**src/artc_pkg.sv**
```systemverilog
// package: register map, field positions and divider counts of the timer
package artc_pkg;
    // ========================================================
    // register offsets
    localparam int unsigned ADDR_W = 8;
    localparam logic [7:0] OFS_CTRL = 8'h91;
    localparam logic [7:0] OFS_RLD_LO = 8'h92;
    localparam logic [7:0] OFS_RLD_HI = 8'h93;
    localparam logic [7:0] OFS_CNT_LO = 8'h94;
    localparam logic [7:0] OFS_CNT_HI = 8'h95;
    localparam logic [7:0] OFS_CLK_SEL = 8'h96;
    localparam logic [7:0] OFS_EVT_STAT = 8'h97;
    localparam logic [7:0] OFS_EVT_EN = 8'h98;
    localparam logic [7:0] OFS_EVT_CLR = 8'h99;

    // ========================================================
    // timer_control fields
    localparam int unsigned CTL_HOF = 7;
    localparam int unsigned CTL_LOF = 6;
    localparam int unsigned CTL_LIEN = 5;
    localparam int unsigned CTL_CEN = 4;
    localparam int unsigned CTL_SPLIT = 3;
    localparam int unsigned CTL_RUN = 2;
    localparam int unsigned CTL_CSRC = 1;
    localparam int unsigned CTL_XCLK = 0;

    // clock_select_register fields
    localparam int unsigned CKS_LO = 0;
    localparam int unsigned CKS_HI = 1;

    // event status / enable / clear fields
    localparam int unsigned EVT_W = 3;
    localparam int unsigned EVT_HOF = 0;
    localparam int unsigned EVT_LOF = 1;
    localparam int unsigned EVT_CAP = 2;

    // oscillator channels
    localparam int unsigned OSC_N = 2;
    localparam int unsigned OSC_EXT = 0;
    localparam int unsigned OSC_RTC = 1;

    // ========================================================
    // reset values and counts
    localparam logic [7:0] BYTE_RST = 8'h00;
    localparam logic [7:0] BYTE_MAX = 8'hff;
    localparam logic [1:0] CKS_RST = 2'h0;
    localparam logic [2:0] EVT_RST = 3'h0;
    localparam logic [3:0] SYS_DIV_LAST = 4'hb;
    localparam logic [2:0] OSC_DIV_LAST = 3'h7;
endpackage

```
**src/artc_timer.sv**
```systemverilog
// auto-reload timer with split mode and oscillator capture
//
// Added by the designer: the strobed register port.
`timescale 1ns/100ps
// ============================================================
// Overview of operation
// - 16-bit mode: on 0xFFFF wrap load reload pair, set high flag.
// - 16-bit mode: full overflow requests interrupt when enabled.
// - 16-bit mode: low byte wrap also interrupts if low irq enabled.
// - split mode: two 8-bit timers, each reloads from its own byte.
// - split: run gates high byte only; 16-bit: run gates whole.
// - per-byte select: system clock, or div-12 / oscillator div-8.
// - oscillator div-8 source synchronised before counting.
// - high flag on high byte wrap; low flag on any low byte wrap.
// - split mode: high overflow interrupts; low too if enabled.
// - flags never cleared by hardware; software clears them.
// - capture enable gives capture every 8 oscillator cycles.
// - capture source: 0 rtc oscillator, 1 external oscillator.
// - capture copies count into reload pair and sets high flag.
// - alternate clock: 0 external div-8, 1 rtc div-8.
// - ext select 0 gives div-12; applies to both bytes.
// - count registers read/write the count bytes in both modes.
module artc_timer (
    input wire logic mclk_i,
    input wire logic rst_b_i,
    input wire logic [7:0] addr_i,
    input wire logic [7:0] wdata_i,
    input wire logic wr_i,
    input wire logic rd_i,
    output logic [7:0] rdata_o,
    input wire logic ext_osc_i,
    input wire logic rtc_osc_i,
    input wire logic tmr_irq_en_i,
    output logic tmr_irq_o,
    output logic evt_irq_o
);
    // ========================================================
    // registers and decode
    logic [7:0] ctrl;
    logic [7:0] rld_lo;
    logic [7:0] rld_hi;
    logic [7:0] cnt_lo;
    logic [7:0] cnt_hi;
    logic [1:0] clk_sel;
    logic [artc_pkg::EVT_W-1:0] evt_stat;
    logic [artc_pkg::EVT_W-1:0] evt_en;
    logic wr_ctrl;
    logic wr_rll;
    logic wr_rlh;
    logic wr_cl;
    logic wr_ch;

    assign wr_ctrl = wr_i && (addr_i == artc_pkg::OFS_CTRL);
    assign wr_rll = wr_i && (addr_i == artc_pkg::OFS_RLD_LO);
    assign wr_rlh = wr_i && (addr_i == artc_pkg::OFS_RLD_HI);
    assign wr_cl = wr_i && (addr_i == artc_pkg::OFS_CNT_LO);
    assign wr_ch = wr_i && (addr_i == artc_pkg::OFS_CNT_HI);

    // ========================================================
    // oscillator synchronisers and divide-by-8
    logic [artc_pkg::OSC_N-1:0] osc_raw;
    logic [artc_pkg::OSC_N-1:0] osc_tick;
    assign osc_raw[artc_pkg::OSC_EXT] = ext_osc_i;
    assign osc_raw[artc_pkg::OSC_RTC] = rtc_osc_i;
    genvar g;
    generate
        for (g = 0; g < artc_pkg::OSC_N; g++) begin : g_osc
            logic [2:0] sync;
            logic filt;
            logic rise;
            logic [2:0] div;
            logic tick;
            // three stages; a level counts once stages two and three agree
            always_ff @(posedge mclk_i) begin
                if (!rst_b_i) begin
                    sync <= 3'h0;
                end else begin
                    sync <= {sync[1:0], osc_raw[g]};
                end
            end
            assign rise = (sync[1] == sync[2]) && sync[2] && !filt;
            // filtered level, glitches shorter than a clock are dropped
            always_ff @(posedge mclk_i) begin
                if (!rst_b_i) begin
                    filt <= 1'b0;
                end else if (sync[1] == sync[2]) begin
                    filt <= sync[2];
                end
            end
            // eighth rising edge gives a one-cycle tick
            always_ff @(posedge mclk_i) begin
                if (!rst_b_i) begin
                    div <= 3'h0;
                    tick <= 1'b0;
                end else begin
                    tick <= rise && (div == artc_pkg::OSC_DIV_LAST);
                    if (rise) begin
                        div <= div + 3'h1;
                    end
                end
            end
            assign osc_tick[g] = tick;
        end
    endgenerate

    // ========================================================
    // system clock divide-by-12
    logic [3:0] pre;
    logic div12_tick;

    // free running, so the div-12 phase does not depend on run
    always_ff @(posedge mclk_i) begin
        if (!rst_b_i) begin
            pre <= 4'h0;
        end else if (pre == artc_pkg::SYS_DIV_LAST) begin
            pre <= 4'h0;
        end else begin
            pre <= pre + 4'h1;
        end
    end

    assign div12_tick = (pre == artc_pkg::SYS_DIV_LAST);

    // ========================================================
    // count clock selection
    logic alt_tick;
    logic lo_tick;
    logic hi_tick;
    logic cap_evt;
    logic ext_tick;
    logic rtc_tick;

    assign ext_tick = osc_tick[artc_pkg::OSC_EXT];
    assign rtc_tick = osc_tick[artc_pkg::OSC_RTC];

    // alternate clock shared by both bytes
    assign alt_tick = !ctrl[artc_pkg::CTL_XCLK] ? div12_tick :
        (ctrl[artc_pkg::CTL_CSRC] ? rtc_tick : ext_tick);
    assign lo_tick = clk_sel[artc_pkg::CKS_LO] ? 1'b1 : alt_tick;
    assign hi_tick = clk_sel[artc_pkg::CKS_HI] ? 1'b1 : alt_tick;

    // capture trigger source
    assign cap_evt = ctrl[artc_pkg::CTL_CEN] &&
        (ctrl[artc_pkg::CTL_CSRC] ? ext_tick : rtc_tick);

    // ========================================================
    // next count and wrap events
    logic [7:0] next_cnt_lo;
    logic [7:0] next_cnt_hi;
    logic lo_wrap;
    logic hi_wrap;

    always_comb begin
        next_cnt_lo = cnt_lo;
        next_cnt_hi = cnt_hi;
        lo_wrap = 1'b0;
        hi_wrap = 1'b0;
        if (!ctrl[artc_pkg::CTL_SPLIT]) begin
            // 16-bit mode uses the low byte's clock select
            if (ctrl[artc_pkg::CTL_RUN] && lo_tick) begin
                lo_wrap = (cnt_lo == artc_pkg::BYTE_MAX);
                if (lo_wrap && cnt_hi == artc_pkg::BYTE_MAX) begin
                    next_cnt_lo = rld_lo;
                    next_cnt_hi = rld_hi;
                    hi_wrap = 1'b1;
                end else begin
                    {next_cnt_hi, next_cnt_lo} = {cnt_hi, cnt_lo} + 16'h1;
                end
            end
        end else begin
            // low byte ignores run in split mode
            if (lo_tick) begin
                if (cnt_lo == artc_pkg::BYTE_MAX) begin
                    next_cnt_lo = rld_lo;
                    lo_wrap = 1'b1;
                end else begin
                    next_cnt_lo = cnt_lo + 8'h1;
                end
            end
            if (ctrl[artc_pkg::CTL_RUN] && hi_tick) begin
                if (cnt_hi == artc_pkg::BYTE_MAX) begin
                    next_cnt_hi = rld_hi;
                    hi_wrap = 1'b1;
                end else begin
                    next_cnt_hi = cnt_hi + 8'h1;
                end
            end
        end
    end

    // counter bytes; a software write beats the count in that cycle
    always_ff @(posedge mclk_i) begin
        if (!rst_b_i) begin
            cnt_lo <= artc_pkg::BYTE_RST;
            cnt_hi <= artc_pkg::BYTE_RST;
        end else begin
            cnt_lo <= wr_cl ? wdata_i : next_cnt_lo;
            cnt_hi <= wr_ch ? wdata_i : next_cnt_hi;
        end
    end

    // reload pair; capture beats a software write
    always_ff @(posedge mclk_i) begin
        if (!rst_b_i) begin
            rld_lo <= artc_pkg::BYTE_RST;
            rld_hi <= artc_pkg::BYTE_RST;
        end else if (cap_evt) begin
            rld_lo <= cnt_lo;
            rld_hi <= cnt_hi;
        end else begin
            if (wr_rll) begin
                rld_lo <= wdata_i;
            end
            if (wr_rlh) begin
                rld_hi <= wdata_i;
            end
        end
    end

    // control; hardware only ever sets the flags, and set wins
    always_ff @(posedge mclk_i) begin
        if (!rst_b_i) begin
            ctrl <= artc_pkg::BYTE_RST;
        end else begin
            if (wr_ctrl) begin
                ctrl <= wdata_i;
            end
            if (hi_wrap || cap_evt) begin
                ctrl[artc_pkg::CTL_HOF] <= 1'b1;
            end
            if (lo_wrap) begin
                ctrl[artc_pkg::CTL_LOF] <= 1'b1;
            end
        end
    end

    // per-byte clock selects
    always_ff @(posedge mclk_i) begin
        if (!rst_b_i) begin
            clk_sel <= artc_pkg::CKS_RST;
        end else if (wr_i && addr_i == artc_pkg::OFS_CLK_SEL) begin
            clk_sel <= wdata_i[1:0];
        end
    end

    // ========================================================
    // timer interrupt request toward the interrupt system
    always_ff @(posedge mclk_i) begin
        if (!rst_b_i) begin
            tmr_irq_o <= 1'b0;
        end else begin
            tmr_irq_o <= tmr_irq_en_i &&
                (ctrl[artc_pkg::CTL_HOF] ||
                (ctrl[artc_pkg::CTL_LIEN] && ctrl[artc_pkg::CTL_LOF]));
        end
    end

    // ========================================================
    // event status, enable and write-one-to-clear
    logic [artc_pkg::EVT_W-1:0] evt_set;
    logic [artc_pkg::EVT_W-1:0] evt_clr;

    assign evt_set = {cap_evt, lo_wrap, hi_wrap};
    assign evt_clr = (wr_i && addr_i == artc_pkg::OFS_EVT_CLR) ?
        wdata_i[artc_pkg::EVT_W-1:0] : artc_pkg::EVT_RST;

    // set wins over a clear in the same cycle
    always_ff @(posedge mclk_i) begin
        if (!rst_b_i) begin
            evt_stat <= artc_pkg::EVT_RST;
        end else begin
            evt_stat <= (evt_stat & ~evt_clr) | evt_set;
        end
    end

    always_ff @(posedge mclk_i) begin
        if (!rst_b_i) begin
            evt_en <= artc_pkg::EVT_RST;
        end else if (wr_i && addr_i == artc_pkg::OFS_EVT_EN) begin
            evt_en <= wdata_i[artc_pkg::EVT_W-1:0];
        end
    end

    // one cycle behind the status bits, to keep the output a flop
    always_ff @(posedge mclk_i) begin
        if (!rst_b_i) begin
            evt_irq_o <= 1'b0;
        end else begin
            evt_irq_o <= |(evt_stat & evt_en);
        end
    end

    // ========================================================
    // read port, data valid the cycle after the strobe only
    logic [7:0] rd_mux;

    always_comb begin
        unique case (addr_i)
            artc_pkg::OFS_CTRL: rd_mux = ctrl;
            artc_pkg::OFS_RLD_LO: rd_mux = rld_lo;
            artc_pkg::OFS_RLD_HI: rd_mux = rld_hi;
            artc_pkg::OFS_CNT_LO: rd_mux = cnt_lo;
            artc_pkg::OFS_CNT_HI: rd_mux = cnt_hi;
            artc_pkg::OFS_CLK_SEL: rd_mux = {6'h0, clk_sel};
            artc_pkg::OFS_EVT_STAT: rd_mux = {5'h0, evt_stat};
            artc_pkg::OFS_EVT_EN: rd_mux = {5'h0, evt_en};
            default: rd_mux = 8'h00;
        endcase
    end

    always_ff @(posedge mclk_i) begin
        if (!rst_b_i) begin
            rdata_o <= 8'h00;
        end else begin
            rdata_o <= rd_i ? rd_mux : 8'h00;
        end
    end
endmodule

```
**config.mk**
```make
export PLATFORM = sky130hd
export DESIGN_NAME = artc_timer
export DESIGN_NICKNAME = d
export VERILOG_FILES = /design/src/artc_pkg.sv /design/src/artc_timer.sv
export SDC_FILE = /design/constraint.sdc
export NUM_CORES = 1
export LEC_CHECK = 0
export BUFFER_PORTS_ARGS = -buffer_cell sky130_fd_sc_hd__buf_2
export CORE_MARGIN = 2
export CORE_UTILIZATION = 50
export DETAILED_ROUTE_END_ITERATION = 8
export GPL_ROUTABILITY_DRIVEN = 0
export PLACE_DENSITY = 0.68
export SYNTH_ARGS = -nofsm -noshare
export SYNTH_HDL_FRONTEND = slang
export SYNTH_SLANG_ARGS = --single-unit
```
**constraint.sdc**
```tcl
create_clock -name mclk_i -period 2.9 [get_ports mclk_i]
set_clock_uncertainty 0.15 [all_clocks]
set_input_delay 0.145 -clock mclk_i [delete_from_list [all_inputs] [get_ports mclk_i]]
set_output_delay 0.145 -clock mclk_i [all_outputs]
set_load 0.03 [all_outputs]
```
==> flow_metrics.tcl <==
set metrics [dict create \
    ys_ff_latch 78 \
    core_region_area_um2 8090 \
    cts.path.max_buffers 2 \
    detailedRoute.firstIterationViolations 342 \
    finalCoreUtilization_pct 57.6 \
    power_frac_seq_pct 51.1 \
    synth_area_leaders "sky130_fd_sc_hd__dfxtp_1, sky130_fd_sc_hd__mux2i_1, sky130_fd_sc_hd__a21oi_1" \
    port_buffers 32 \
    timing.critical_path.required_ps 3030 \
    area_taken_by_flip_flops_and_latches_um2 1560 \
    power.share.switching_pct 23.0 \
    crit_path_start_kind "flop" \
    yosys.area.top_type "sky130_fd_sc_hd__dfxtp_1" \
    clk_root_buffer_cell "sky130_fd_sc_hd__clkbuf_8" \
    combinationalPowerShare_pct 5.1 \
    setup_viol 0 \
    timing.critical_path.cells "ha_1, nand4_1, nor2_1, o21a_1, a21oi_1, mux2_2, o21ai_0" \
    htree_levels 3 \
    syn-instance-count 482 \
    first_global_vias 3365 \
    report.final.slew_viol_count 0 \
    worst_slew_pin_slew_ps 708 \
    io_pins 33 \
    drt-vias-per-instance 6.12 \
    max_slew_margin_pct 52.4 \
    crit_path_max_fanout 11 \
    leakage_uw 0.00179 \
    dp.cells 593 \
    synth_enable_flop_cells 0 \
    postCtsHoldBufs 11 \
    grt_start_max_net_pins 45 \
    hold_viol_final 0 \
    drc_errors 0 \
    critical_path.endpoint "cnt_lo[4]" \
    status "completed" \
    synthArstFlopShare_pct 0 \
    floorplan.die.width_um 94.7 \
    cts_tree "done" \
    synthTopCellsByCount "sky130_fd_sc_hd__dfxtp_1, sky130_fd_sc_hd__nand2_1, sky130_fd_sc_hd__a21oi_1, sky130_fd_sc_hd__o21ai_0, sky130_fd_sc_hd__mux2i_1" \
    synth_seq_area_share_pct 37.9 \
    fin_crit_ps 2430 \
    vdd_drop_max_mv 0.234 \
    wire_length_of_the_first_global_routing_pass_um 18300 \
    post-synth-top-area-fraction_pct 37.9 \
    p_per_area_nw_per_um2 455 \
    routed_wl_um 11300 \
    worstSetupEndpointType "flop" \
    insertedDiodeCount 0 \
    crit_slowest_cell "sky130_fd_sc_hd__dfxtp_1" \
    combined_area_of_the_multi_input_logic_cells_um2 2380 \
    globalRouteTotalUtil_pct 26.7 \
    synth.yosys.warnings 0 \
    max_capacitance_violation_count 0 \
    worst-setup-path-type "reg -> reg" \
    post_cts_buffers 0 \
    syn_nets 514 \
    cts.sinks 78 \
    worst-r2r-cell-count 7 \
    detail_route.wl_per_cell_um 18.3 \
    grt_setup_unrepaired "false" \
    n_fill_cell 757 \
    setup.reg_to_reg.worst_slack_ps 470 \
    post_route_setup_tns_ps 0 \
    start_util_pct 50.9 \
    synthesis.area_um2 4120 \
    drt_first_pass_iters 5 \
    critical_path.reg2reg.endpoint "cnt_lo[4]" \
    num-nets-final 542 \
    final_cell_area_um2 4660 \
    detailroute.via_count 3796 \
    crit_path_start "cnt_hi[0]" \
    r2r-start "cnt_hi[0]" \
    detailed_place_hpwl_um 7930 \
    grt_overflow 0 \
    final_cells 620 \
    synth_cell_types 56 \
    netSwitchingPower_uw 489 \
    hold_crit_path_type "in -> reg" \
    power_frac_clock_pct 43.9 \
    worstPathArrival_ps 2560 \
    postSynthAreaPerCell_um2 8.54 \
    worst_skew_pair.late_latency_ps 360 \
    rows 33 \
    syn2layout_area_growth_pct 13.3 \
    largest_stage_delay_worst_path_ps 490 \
    grt_antenna_before_repair 0 \
    die-height_um 94.7 \
    tritoncts.num_buffers 9 \
    final_layout_size_suffix_gt1_share_pct 14.8 \
    maxClockFrequency_mhz 412 \
    min_period_over_period_pct 83.7 \
    cell_internal_pwr_uw 1630 \
    cts_resized 0 \
    worst_setup_hold_path_clk_slew_ps 90 \
    antenna_violating_nets_post_route 0 \
    placed_area_um2 4330 \
    dominant_cell_by_count_in_the_synthesized_netlist "sky130_fd_sc_hd__dfxtp_1" \
    die_area_um2 8970 \
    ys_dominant_reg_cell "sky130_fd_sc_hd__dfxtp_1" \
]
-- power groups by stage --
stage / Clock (µW) / Combinational, µW / Sequential [µW]
3_3_place_gp: 0 / 93.3 / 1110
6_report: 930 / 107 / 1080
4_1_cts: 935 / 107 / 1080
5_1_grt: 995 / 118 / 1090
3_5_place_dp: 0 / 94.9 / 1110
2_1_floorplan: 0 / 57.4 / 1110
-- sequential cells by signal (all words and copies together) (netlist names), 2 cells and up --
name,count
rdata_o,8
pre,4
clk_sel,2
cnt_lo,8
cnt_hi,8
ctrl,8
rld_lo,8
g_osc.div,6
evt_stat,3
g_osc.sync,6
evt_en,3
rld_hi,8
g_osc.filt,2
-- per-stage QoR --
stage          setup slack, ps  hold slack (ps)  power, µW
2_1_floorplan              730              103       1160
3_3_place_gp               598              203       1200
4_1_cts                    539             86.2       2130
6_report                   472              111       2120
5_1_grt                    260              119       2200
3_5_place_dp               580              208       1200
-- worst max-delay path: cells and delay by family (launching register included) --
kind            cells  cell delay (ps)
compound gates      3              660
fa+ha+maj           1              300
flops               1              490
mux                 1              270
simple gates        2              460
-- layout make-up --
type / instances / area share (%)
clock buffer: 11 / 3.03
clock inverter: 5 / 1.74
inverter: 3 / 0.241
multi-input combinational: 364 / 51.1
sequential: 78 / 33.5
tap: 105 / 2.82
timing repair buffer: 54 / 7.56
-- worst min path at each step --
stage / startpoint / end / slack (ps) / cells after the start
global placement: rtc_osc_i / g_osc[1].sync[0] / 200 / 2
detailed placement: rtc_osc_i / g_osc[1].sync[0] / 210 / 2
finish: wr_i / ctrl[0] / 110 / 3
floorplan: wdata_i[6] / cnt_lo[6] / 100 / 2
CTS: wr_i / ctrl[0] / 90 / 3
global route: wr_i / ctrl[0] / 120 / 3
-- placed cells by master, fill, tap and decap left out, types with 7 or more instances in the layout --
| cell | synthesis | layout |
|---|---|---|
| sky130_fd_sc_hd__a21boi_0 | 15 | 15 |
| sky130_fd_sc_hd__a21oi_1 | 38 | 38 |
| sky130_fd_sc_hd__a222oi_1 | 9 | 9 |
| sky130_fd_sc_hd__a22oi_1 | 9 | 9 |
| sky130_fd_sc_hd__and2_1 | 10 | 10 |
| sky130_fd_sc_hd__buf_2 | 8 | 32 |
| sky130_fd_sc_hd__buf_4 | 0 | 11 |
| sky130_fd_sc_hd__clkbuf_8 | 0 | 10 |
| sky130_fd_sc_hd__dfxtp_1 | 78 | 78 |
| sky130_fd_sc_hd__dlygate4sd3_1 | 0 | 11 |
| sky130_fd_sc_hd__ha_1 | 9 | 9 |
| sky130_fd_sc_hd__mux2i_1 | 30 | 30 |
| sky130_fd_sc_hd__nand2_1 | 49 | 49 |
| sky130_fd_sc_hd__nand3_1 | 27 | 27 |
| sky130_fd_sc_hd__nand4_1 | 7 | 7 |
| sky130_fd_sc_hd__nor2_1 | 21 | 21 |
| sky130_fd_sc_hd__nor2b_1 | 11 | 11 |
| sky130_fd_sc_hd__nor3_1 | 11 | 11 |
| sky130_fd_sc_hd__o21ai_0 | 38 | 38 |
-- layer usage --
| layer | global-route usage, % | part of all wire (%) | wire length, µm | up-vias |
|---|---|---|---|---|
| met5 | 0 | 0 | 0 | - |
| met4 | 12.2 | 2.2 | 244 | 0 |
| met3 | 4.39 | 6.3 | 716 | 21 |
| met2 | 39.8 | 46 | 5180 | 152 |
| met1 | 37.7 | 46 | 5180 | 1803 |
| li1 | - | - | - | 1820 |
-- logic make-up after synthesis --
family	count (synthesis)	share of synthesized area, %
compound gates	140	22.0
mux	38	10.1
flops	78	37.9
fa+ha+maj	9	2.74
xor+xnor	10	2.13
simple gates	167	21.0
buf+inv	40	4.10
Note: power is estimated with default switching activity, not from simulation.
